**config.mk**
```make
export PLATFORM = sky130hd
export DESIGN_NAME = prsrd_top
export DESIGN_NICKNAME = d
export VERILOG_FILES = /design/src/prsrd_top.v
export VERILOG_INCLUDE_DIRS = /design/src
export SDC_FILE = /design/constraint.sdc
export NUM_CORES = 1
export LEC_CHECK = 0
export BUFFER_PORTS_ARGS = -buffer_cell sky130_fd_sc_hd__buf_2
export CAP_MARGIN = 0
export CORE_AREA = 2 2 170 172
export DETAILED_ROUTE_END_ITERATION = 12
export DIE_AREA = 0 0 172 174
export GPL_TIMING_DRIVEN = 0
export HOLD_SLACK_MARGIN = 0.1
export PLACE_DENSITY = 0.53
export SYNTH_ARGS = -nofsm -noshare
export SYNTH_HDL_FRONTEND = slang
export SYNTH_SLANG_ARGS = --single-unit
```
**constraint.sdc**
```tcl
create_clock -name clk -period 5.1 [get_ports clk]
set_clock_uncertainty 0.1 [all_clocks]
set_input_delay 0.51 -clock clk [delete_from_list [all_inputs] [get_ports clk]]
set_output_delay 0.51 -clock clk [all_outputs]
set_load 0.005 [all_outputs]
```
**src/prsrd_regs.vh**
```
// register map, field positions and timing constants of the pressure readout block
`ifndef PRSRD_REGS_VH
`define PRSRD_REGS_VH
`define PRSRD_DEV_ADDR      7'h6D
`define PRSRD_OFS_PRES_HI   8'h06
`define PRSRD_OFS_PRES_MID  8'h07
`define PRSRD_OFS_PRES_LO   8'h08
`define PRSRD_OFS_TEMP_HI   8'h09
`define PRSRD_OFS_TEMP_LO   8'h0A
`define PRSRD_OFS_CMD       8'h30
`define PRSRD_OFS_SYS       8'hA5
`define PRSRD_OFS_CHAN      8'hA6
`define PRSRD_RST_CMD       8'h00
`define PRSRD_RST_SYS       8'h01
`define PRSRD_RST_CHAN      8'h00
`define PRSRD_CMD_SCO_BIT   3
`define PRSRD_MC_COMBINED   3'h2
`define PRSRD_MC_SLEEP      3'h3
`define PRSRD_SYS_LDO_BIT   3
`define PRSRD_SYS_UNI_BIT   2
`define PRSRD_SYS_RAW_BIT   1
`define PRSRD_CHAN_SWAP_BIT 6
`define PRSRD_SLEEP_STEP_US 62500
`define PRSRD_CLK_MHZ       250
`endif

```
**src/prsrd_top.v**
```verilog
// i2c register slave with conversion sequencer for the pressure/temperature readout
`timescale 1ns/1ns
`include "prsrd_regs.vh"
module prsrd_top #(
    parameter CONV_CYCLES = 2500000,
    parameter STEP_CYCLES = `PRSRD_SLEEP_STEP_US * `PRSRD_CLK_MHZ
) (
    // clock and reset
    input  wire        clk,
    input  wire        nrst,
    // i2c pins
    input  wire        scl_in,
    input  wire        sda_in,
    output reg         sda_out,
    output reg         sda_oe,
    // converter front end
    input  wire [23:0] adc_pres_raw,
    input  wire [23:0] adc_pres_cal,
    input  wire [15:0] adc_temp,
    output reg         conv_busy,
    output reg         conv_temp_phase,
    output reg         regulator_voltage_select,
    output reg         input_swap,
    output reg  [2:0]  gain_code,
    output reg  [2:0]  oversampling_code,
    output reg  [8:0]  oversampling_log2
);
    localparam ST_IDLE = 5'h01;
    localparam ST_ADDR = 5'h02;
    localparam ST_WR   = 5'h04;
    localparam ST_RD   = 5'h08;
    localparam ST_ACK  = 5'h10;

    localparam CV_IDLE  = 3'h1;
    localparam CV_TEMP  = 3'h2;
    localparam CV_PRES  = 3'h4;

    // two-stage synchronisers; stage two and a one-cycle delayed copy of it feed logic
    reg [1:0] scl_s_r, sda_s_r;
    reg       scl_d_r, sda_d_r;
    always @(posedge clk or negedge nrst) begin
        if (!nrst) begin
            scl_s_r <= 2'h3;
            sda_s_r <= 2'h3;
            scl_d_r <= 1'b1;
            sda_d_r <= 1'b1;
        end else begin
            scl_s_r <= {scl_s_r[0], scl_in};
            sda_s_r <= {sda_s_r[0], sda_in};
            scl_d_r <= scl_s_r[1];
            sda_d_r <= sda_s_r[1];
        end
    end
    wire scl_h    = scl_s_r[1];
    wire sda_h    = sda_s_r[1];
    wire scl_rise = scl_h & ~scl_d_r;
    wire scl_fall = ~scl_h & scl_d_r;
    wire start_c  = scl_h & scl_d_r & ~sda_h & sda_d_r;
    wire stop_c   = scl_h & scl_d_r & sda_h & ~sda_d_r;

    reg [4:0]  st_r;
    reg [3:0]  bit_r;
    reg [7:0]  shift_r;
    reg        first_r;
    reg        rd_dir_r;
    reg        ack_drive_r;
    reg        mack_r;
    reg [7:0]  ptr_r;
    reg [7:0]  cmd_r;
    reg [7:0]  sys_r;
    reg [7:0]  chan_r;
    reg [23:0] pres_r;
    reg [15:0] temp_r;
    reg [2:0]  cv_r;
    reg [31:0] cnt_r;
    reg [3:0]  gap_steps_r;
    reg        gap_r;
    reg        wr_cmd_p;

    // register read mux
    reg [7:0] rd_data;
    always @* begin
        case (ptr_r)
            `PRSRD_OFS_PRES_HI:  rd_data = pres_r[23:16];
            `PRSRD_OFS_PRES_MID: rd_data = pres_r[15:8];
            `PRSRD_OFS_PRES_LO:  rd_data = pres_r[7:0];
            `PRSRD_OFS_TEMP_HI:  rd_data = temp_r[15:8];
            `PRSRD_OFS_TEMP_LO:  rd_data = temp_r[7:0];
            `PRSRD_OFS_CMD:      rd_data = cmd_r;
            `PRSRD_OFS_SYS:      rd_data = sys_r;
            `PRSRD_OFS_CHAN:     rd_data = chan_r;
            default:             rd_data = 8'h00;
        endcase
    end

    // i2c slave engine; sda changes only on scl falling edges
    always @(posedge clk or negedge nrst) begin
        if (!nrst) begin
            st_r        <= ST_IDLE;
            bit_r       <= 4'h0;
            shift_r     <= 8'h00;
            first_r     <= 1'b0;
            rd_dir_r    <= 1'b0;
            ack_drive_r <= 1'b0;
            mack_r      <= 1'b0;
            ptr_r       <= 8'h00;
            sda_out     <= 1'b1;
            sda_oe      <= 1'b0;
        end else if (start_c) begin
            st_r    <= ST_ADDR;
            bit_r   <= 4'h0;
            sda_oe  <= 1'b0;
        end else if (stop_c) begin
            st_r    <= ST_IDLE;
            sda_oe  <= 1'b0;
        end else begin
            case (st_r)
                ST_IDLE: sda_oe <= 1'b0;
                ST_ADDR, ST_WR: begin
                    if (scl_rise) begin
                        shift_r <= {shift_r[6:0], sda_h};
                        bit_r   <= bit_r + 4'h1;
                    end
                    if (scl_fall && bit_r == 4'h8) begin
                        bit_r <= 4'h0;
                        if (st_r == ST_ADDR) begin
                            if (shift_r[7:1] == `PRSRD_DEV_ADDR) begin
                                rd_dir_r    <= shift_r[0];
                                first_r     <= 1'b1;
                                ack_drive_r <= 1'b1;
                                sda_out     <= 1'b0;
                                sda_oe      <= 1'b1;
                                st_r        <= ST_ACK;
                            end else begin
                                st_r <= ST_IDLE;
                            end
                        end else begin
                            if (first_r)
                                ptr_r <= shift_r;
                            else
                                ptr_r <= ptr_r + 8'h01;
                            first_r     <= 1'b0;
                            rd_dir_r    <= 1'b0;
                            ack_drive_r <= 1'b1;
                            sda_out     <= 1'b0;
                            sda_oe      <= 1'b1;
                            st_r        <= ST_ACK;
                        end
                    end
                end
                ST_ACK: begin
                    if (scl_fall) begin
                        ack_drive_r <= 1'b0;
                        bit_r       <= 4'h0;
                        if (rd_dir_r) begin
                            shift_r <= {rd_data[6:0], 1'b0};
                            sda_out <= rd_data[7];
                            sda_oe  <= ~rd_data[7];
                            bit_r   <= 4'h1;
                            st_r    <= ST_RD;
                        end else begin
                            sda_out <= 1'b1;
                            sda_oe  <= 1'b0;
                            st_r    <= ST_WR;
                        end
                    end
                end
                ST_RD: begin
                    if (scl_rise && bit_r == 4'h9)
                        mack_r <= ~sda_h;
                    if (scl_fall) begin
                        if (bit_r == 4'h8) begin
                            sda_out <= 1'b1;
                            sda_oe  <= 1'b0;
                            ptr_r   <= ptr_r + 8'h01;
                            bit_r   <= 4'h9;
                        end else if (bit_r == 4'h9) begin
                            if (mack_r) begin
                                shift_r <= {rd_data[6:0], 1'b0};
                                sda_out <= rd_data[7];
                                sda_oe  <= ~rd_data[7];
                                bit_r   <= 4'h1;
                            end else begin
                                st_r <= ST_IDLE;
                            end
                        end else begin
                            sda_out <= shift_r[7];
                            sda_oe  <= ~shift_r[7];
                            shift_r <= {shift_r[6:0], 1'b0};
                            bit_r   <= bit_r + 4'h1;
                        end
                    end
                end
                default: st_r <= ST_IDLE;
            endcase
        end
    end

    // register write strobe: data byte finished, not the pointer byte
    wire wr_now = (st_r == ST_WR) && scl_fall && (bit_r == 4'h8) && !first_r;
    wire conv_end = (cv_r == CV_PRES) && (cnt_r == 32'd0);
    wire sleep_mode = (cmd_r[2:0] == `PRSRD_MC_SLEEP);

    always @(posedge clk or negedge nrst) begin
        if (!nrst) begin
            cmd_r    <= `PRSRD_RST_CMD;
            sys_r    <= `PRSRD_RST_SYS;
            chan_r   <= `PRSRD_RST_CHAN;
            wr_cmd_p <= 1'b0;
        end else begin
            wr_cmd_p <= 1'b0;
            if (wr_now && ptr_r == `PRSRD_OFS_CMD) begin
                cmd_r    <= shift_r;
                wr_cmd_p <= shift_r[`PRSRD_CMD_SCO_BIT];
            end else if (conv_end && !sleep_mode) begin
                cmd_r[`PRSRD_CMD_SCO_BIT] <= 1'b0;
            end
            if (wr_now && ptr_r == `PRSRD_OFS_SYS)
                sys_r <= shift_r;
            if (wr_now && ptr_r == `PRSRD_OFS_CHAN)
                chan_r <= shift_r;
        end
    end

    // conversion sequencer; a fixed cycle count stands in for each conversion
    wire raw_sel  = sys_r[`PRSRD_SYS_RAW_BIT];
    wire unsig    = sys_r[`PRSRD_SYS_UNI_BIT] & raw_sel;
    wire [23:0] pres_src = raw_sel ? adc_pres_raw : adc_pres_cal;
    always @(posedge clk or negedge nrst) begin
        if (!nrst) begin
            cv_r        <= CV_IDLE;
            cnt_r       <= 32'd0;
            gap_steps_r <= 4'h0;
            gap_r       <= 1'b0;
            pres_r      <= 24'h000000;
            temp_r      <= 16'h0000;
        end else begin
            case (cv_r)
                CV_IDLE: begin
                    if (gap_r) begin
                        if (!sleep_mode || !cmd_r[`PRSRD_CMD_SCO_BIT]) begin
                            gap_r <= 1'b0;
                        end else if (cnt_r != 32'd0) begin
                            cnt_r <= cnt_r - 32'd1;
                        end else if (gap_steps_r != 4'h0) begin
                            gap_steps_r <= gap_steps_r - 4'h1;
                            cnt_r       <= STEP_CYCLES - 1;
                        end else begin
                            gap_r <= 1'b0;
                            cv_r  <= CV_TEMP;
                            cnt_r <= CONV_CYCLES - 1;
                        end
                    end else if (wr_cmd_p && (cmd_r[2:0] == `PRSRD_MC_COMBINED
                                              || sleep_mode)) begin
                        cv_r  <= CV_TEMP;
                        cnt_r <= CONV_CYCLES - 1;
                    end
                end
                CV_TEMP: begin
                    if (cnt_r != 32'd0) begin
                        cnt_r <= cnt_r - 32'd1;
                    end else begin
                        // unsigned output is offset binary: flip the sign bit
                        temp_r <= {adc_temp[15] ^ unsig, adc_temp[14:0]};
                        cv_r   <= CV_PRES;
                        cnt_r  <= CONV_CYCLES - 1;
                    end
                end
                CV_PRES: begin
                    if (cnt_r != 32'd0) begin
                        cnt_r <= cnt_r - 32'd1;
                    end else begin
                        pres_r <= {pres_src[23] ^ unsig, pres_src[22:0]};
                        cv_r   <= CV_IDLE;
                        if (sleep_mode) begin
                            gap_r       <= 1'b1;
                            gap_steps_r <= cmd_r[7:4];
                        end
                    end
                end
                default: cv_r <= CV_IDLE;
            endcase
        end
    end

    // front-end controls, registered
    always @(posedge clk or negedge nrst) begin
        if (!nrst) begin
            conv_busy                <= 1'b0;
            conv_temp_phase          <= 1'b0;
            regulator_voltage_select <= 1'b0;
            input_swap               <= 1'b0;
            gain_code                <= 3'h0;
            oversampling_code        <= 3'h0;
            oversampling_log2        <= 9'h000;
        end else begin
            conv_busy                <= (cv_r != CV_IDLE);
            conv_temp_phase          <= (cv_r == CV_TEMP);
            regulator_voltage_select <= sys_r[`PRSRD_SYS_LDO_BIT];
            input_swap               <= chan_r[`PRSRD_CHAN_SWAP_BIT];
            gain_code                <= chan_r[5:3];
            oversampling_code        <= chan_r[2:0];
            case (chan_r[2:0]) // one-hot exponent of ratio
                3'h0:    oversampling_log2 <= 9'h004;
                3'h1:    oversampling_log2 <= 9'h008;
                3'h2:    oversampling_log2 <= 9'h010;
                3'h3:    oversampling_log2 <= 9'h020;
                3'h4:    oversampling_log2 <= 9'h001;
                3'h5:    oversampling_log2 <= 9'h002;
                3'h6:    oversampling_log2 <= 9'h040;
                default: oversampling_log2 <= 9'h080;
            endcase
        end
    end
endmodule

```
* Word level (Yosys, flattened, before mapping)
Cells that the tools add are included.
** Operators by class
- Reductions and logical operators :: 42
- Eq/ne operators :: 66
- Bitwise logic cells :: 19
- Multiplexer cells :: 98
- Add/sub/neg operators :: 4
** Operators with widths (number)
- two-way mux 32 bit :: 6
- two-way mux 8 bit :: 12
- case mux 32 bit (3 select lines) :: 1
- two-way mux 4 bit :: 16
- case mux 8 bit (8 select lines) :: 1
- case mux 8 bit (7 select lines) :: 1
- two-way mux 5 bit :: 10
- two-way mux 24 bit :: 2
- two-way mux 1 bit :: 33
- logical NOT 32 bit :: 1
- inequality test 2 bit, second input constant :: 16
- inequality test 4 bit, second input constant :: 8
- nonzero test 32 bit :: 1
- subtractor 32 x 1 -> 32 bit, second input constant :: 1
- inequality test 3 bit, second input constant :: 9
- equality test 8 x 4 -> 1 bit, second input constant :: 3
- case mux 8 bit (3 select lines) :: 1
- two-way mux 3 bit :: 7
- AND reduction 7 bit :: 3
- case mux 5 bit (4 select lines) :: 1
- AND reduction 6 bit :: 3
- equality test 8 x 3 -> 1 bit, second input constant :: 2
- equality test 8 bit, second input constant :: 2
- case mux 8 bit (2 select lines) :: 1
- 42 further kinds :: 88
** Word-level totals
- Flip-flop bits (word level) :: 160
- Input port bits :: 68
- Output and inout port bits :: 21
- Logic and storage cells :: 260

* Longest topological paths before layout
- Depth in word-level cells :: 10
- Gate-level depth with buffers :: 10
- Gate-level depth less buffers :: 8

* Least setup slack after synthesis
No wires, ideal clock.
- Path kind :: register -> register
- From :: reg cnt_r[0]
- To :: reg temp_r[10]
- Setup time :: 0.125 ns
- Stages on the path, launching flop included :: 10
- Buffers on the path :: 2
- Data arrival time :: 2.207 ns
- Required time :: 4.875 ns
- Path slack :: 2.668 ns
- Period minus slack after synthesis :: 2.432 ns
- Path through :: dfrtp_1 inv_1 ha_1 nor4b_1 nand3_1 nor3_2 and2_1 buf_2 buf_4 mux2_2
** Between the ends
- Longest elaborated chain between the ends :: 3
** RTL lines
- start: declaration :: RTL line prsrd_top.v:75 : reg [31:0] cnt_r;
- start signal: assignment :: RTL line prsrd_top.v:244 : cnt_r <= cnt_r - 32'd1;
- start signal: assignment :: RTL line prsrd_top.v:247 : cnt_r <= STEP_CYCLES - 1;
- start signal: assignment :: RTL line prsrd_top.v:251 : cnt_r <= CONV_CYCLES - 1;
- nonzero test 32 bit :: RTL line prsrd_top.v:260 : if (cnt_r != 32'd0) begin
- inverter 1 bit (no source line)
- AND reduction 2 bit (no source line)
- end signal: assignment :: RTL line prsrd_top.v:264 : temp_r <= {adc_temp[15] ^ unsig, adc_temp[14:0]};
- end: declaration :: RTL line prsrd_top.v:73 : reg [15:0] temp_r;
Every way passes these cells.
A chain may end at the register's enable or synchronous reset.

* Worst setup path after layout
- From :: reg ptr_r[0]
- To :: reg sda_out
** Between the ends
- Longest elaborated chain between the ends :: 7
- Elaborated cells on any way between the ends :: 16
- Classes of those cells :: eq/ne (8); mux (8)
** RTL lines
- start: declaration :: RTL line prsrd_top.v:68 : reg [7:0] ptr_r;
- start signal: assignment :: RTL line prsrd_top.v:139 : ptr_r <= shift_r;
- start signal: assignment :: RTL line prsrd_top.v:141 : ptr_r <= ptr_r + 8'h01;
- start signal: assignment :: RTL line prsrd_top.v:175 : ptr_r <= ptr_r + 8'h01;
- equality test 8 bit (tied with other cells) :: RTL line prsrd_top.v:83 : case (ptr_r)
- case mux 8 bit (8 select lines) (*) :: RTL line prsrd_top.v:83
- two-way mux 1 bit :: RTL line prsrd_top.v:178 : if (mack_r) begin
- two-way mux 1 bit :: RTL line prsrd_top.v:177 : end else if (bit_r == 4'h9) begin
- two-way mux 1 bit :: RTL line prsrd_top.v:172 : if (bit_r == 4'h8) begin
- two-way mux 1 bit :: RTL line prsrd_top.v:171 : if (scl_fall) begin
- case mux 1 bit (3 select lines) (*) :: RTL line prsrd_top.v:117 : case (st_r)
- end signal: assignment :: RTL line prsrd_top.v:157 : sda_out <= rd_data[7];
- end signal: assignment :: RTL line prsrd_top.v:180 : sda_out <= rd_data[7];
- end signal: assignment :: RTL line prsrd_top.v:187 : sda_out <= shift_r[7];
- end: declaration :: RTL line prsrd_top.v:14 : output reg sda_out,
Every way passes the cells marked *; elsewhere a longest branch is shown, timed or not. The select of a mux whose other input is x is not followed.

==> out/qor.yml <==
floorplan:
  fp.dieW_microns: 172
  core_sq_um: 28240
  fp-row-count: 62
  ios: 89
  die_y_microns: 174
  start_util_pct: 29.53
  dieArea_sq_um: 29930
sta:
  finalHoldViolations: 0
  fin_crit_ns: 3.208
  final.setup.tns_ns: 0
  finalSetupViolCount: 0
  tightest_slew_ns: 0.8387
  setup_ws_ns: 1.892
  slew_viol_final: 0
  fmaxAchievable_mhz: 311.7
  slew-limit-headroom_pct: 43.57
  period_share_pct: 62.91
  rsz0062_at_grt: "no"
grt:
  grt_pass1_wl_microns: 37230
  grt_max_degree: 112
  antenna_found_initial: 0
  grt_overflow: 0
  track_usage_pct: 15.82
  grt_pass1_vias: 6769
critical_path:
  required_ns: 5.38
  regToRegSetupSlack_ns: 1.89
  critPathLaunchType: "register"
  r2r_cells: 9
  path_max_fanout: 10
  critical_path_arrival_ns: 3.48
  end_kind: "register"
  timing.rr.start: "ptr_r[0]"
  worstSetupPathType: "register to register"
  timing.rr.end: "sda_out"
final_layout:
  syn_to_final_growth_pct: 19.09
  nNetsFinal: 1032
  final-instance-count-excl-fill: 1351
  n_antenna_cell: 0
  drive_above_1_share_pct: 22.34
hold_path:
  hold_path_end: "temp_r[14]"
  min_path_cells: 2
  hold_class: "input pin to register"
  min_from: "adc_temp[14]"
cts:
  htree_num_levels: 4
  cts-root-buf: "clkbuf_16"
  cts_tree: "done"
  clkTransAtPathRegs_ns: 0.08
  cts_sinks: 159
  cts_buffer_depth: 2
  clk_latency_ns: 0.44
  cts_buffers: 17
  post-cts-setup-buffers: 0
detailed_routing:
  ant_nets: 0
  wire_per_inst_microns: 16.84
  vias: 6806
  vias_per_cell: 5.038
  wl_microns: 22750
  first_iter_violations: 368
  drc: 0
  drt_first_pass_iters: 5
synth:
  synth_fp_nets: 922
  synth.area.top_cells: "dfrtp_1 45%, mux2_2 5.3%, o21ai_0 3.7%, nand2_1 3.5%, dfstp_2 3.2%"
  syn_area_sq_um: 8338
  yosysUniqueCellTypes: 77
  synth_common_cells: "149 x dfrtp_1, 77 x nand2_1, 63 x nor2_1"
  synth-async-reset-ratio_pct: 100.0
  synth_flop_cell: "dfrtp_1"
  synth-edff-count: 0
  synth_most_common_cell: "dfrtp_1"
  avgSynthCellArea_sq_um: 9.879
  synth_top_area_share_pct: 44.72
  ys_seq_area_share_pct: 47.87
  ys_seq_elements: 159
  yosys.area.top_type: "dfrtp_1"
  ys.warnings.count: 0
  syn_inst: 844
pwr:
  peakVddDrop_uv: 274.4
  p_per_area_nw_per_um2: 319.8
  total_power_w: 0.003175
  leakagePower_nw: 4.583
placed_design:
  place_inst: 1316
  portBuffers: 87
  gp_congestion: 0.8892
  dp_hpwl_microns: 16540
  pre_cts_slack_ns: 1.944
job:
  drv_cap: 0
status:
  status: "finished clean"
==> cells in the final DEF (no fill, tap or decap), drive strengths merged, types with 9 or more instances in the layout <==
cell,count
inv,35
nand3,25
nor2b,11
buf,102
dfstp,10
nor2,68
xnor2,14
a21oi,49
nand2,79
xor2,9
nor4,18
mux2,39
nor3,26
and2,10
nand2b,9
ha,10
o21ai,62
a22oi,19
clkbuf,44
mux2i,25
nand4,11
dfrtp,149
==> state kept, by name (all words and copies together), names as in the netlist, 2 cells and up <==
register and flops:
chan_r 8, bit_r 4, oversampling_code 3, sda_s_r 2
temp_r 16, cnt_r 32, sys_r 8, shift_r 8
gain_code 3, oversampling_log2 8, st_r 5, pres_r 24
cv_r 3, gap_steps_r 4, ptr_r 8, cmd_r 8
scl_s_r 2
==> metal layers <==
| layer | part of all wire (%) | track usage, % | routed length (microns) | vias to the layer above |
|---|---|---|---|---|
| li1 | - | - | - | 3300 |
| met1 | 47 | 21.90 | 10800 | 3318 |
| met2 | 47 | 25.38 | 10700 | 163 |
| met3 | 3.9 | 2.755 | 895 | 25 |
| met4 | 1.6 | 4.482 | 361 | 0 |
| met5 | 0 | 0 | 0 | - |
==> logic make-up (layout without fill, tap and decap cells) <==
family,after synthesis,after routing,synth area share (%)
xor+xnor,23,23,2.416
simple gates,313,313,20.18
buf+inv,65,188,3.421
other cells,1,1,0.04497
flops,159,159,47.87
mux,64,64,8.268
compound gates,209,209,16.30
fa+ha+maj,10,10,1.501
==> timing repair <==
item,4_1_cts,5_1_grt
endpoints found under the hold margin,49,0
hold buffers,3,0
resized for setup,0,0
==> how the worst max path moves through the flow <==
| stage | start | endpoint | cells after the start | slack, ns |
|---|---|---|---|---|
| after floorplan | cnt_r[0] | temp_r[10] | 9 | 2.67 |
| after global placement | nrst | pres_r[8] | 1 | 0.72 |
| after detailed placement | ptr_r[0] | sda_out | 9 | 1.94 |
| after CTS | ptr_r[0] | sda_out | 9 | 1.95 |
| after global routing | cnt_r[0] | cnt_r[10] | 9 | 1.68 |
| final | ptr_r[0] | sda_out | 9 | 1.89 |
==> worst max-delay path: stages (launching register included) <==
cell	delay (ns)
dfrtp_1	0.40
inv_1	0.11
ha_1	0.21
clkbuf_1	0.26
a22oi_1	0.32
nor3_1	0.09
nor4b_1	0.75
a31oi_1	0.24
or4_1	0.56
o21a_1	0.12
==> final cells by class <==
class                      count  area (sq um)
timing repair buffer          91         503.0
tap                          384         480.5
fill                        2960         18310
buffer                        39         187.7
sequential                   159          3991
inverter                      26         97.59
clock inverter                13         165.2
clock buffer                  19         442.9
multi-input combinational    620          4061
==> power by group <==
group	internal, W	switching (W)
Clock	0.000758	0.000593
Sequential	0.00133	0.000123
Combinational	0.000155	0.000215
==> through the flow <==
stage               hold slack, ns  utilization [%]  instance area, sq um
global placement            0.2471            32.77                  9254
CTS                         0.1911            35.16                  9930
global route                0.2044            35.16                  9930
detailed placement          0.2468            32.91                  9291
finish                      0.2059            35.16                  9930
floorplan                   0.1144                -                  8338
Power figures use the tool's default switching activity.
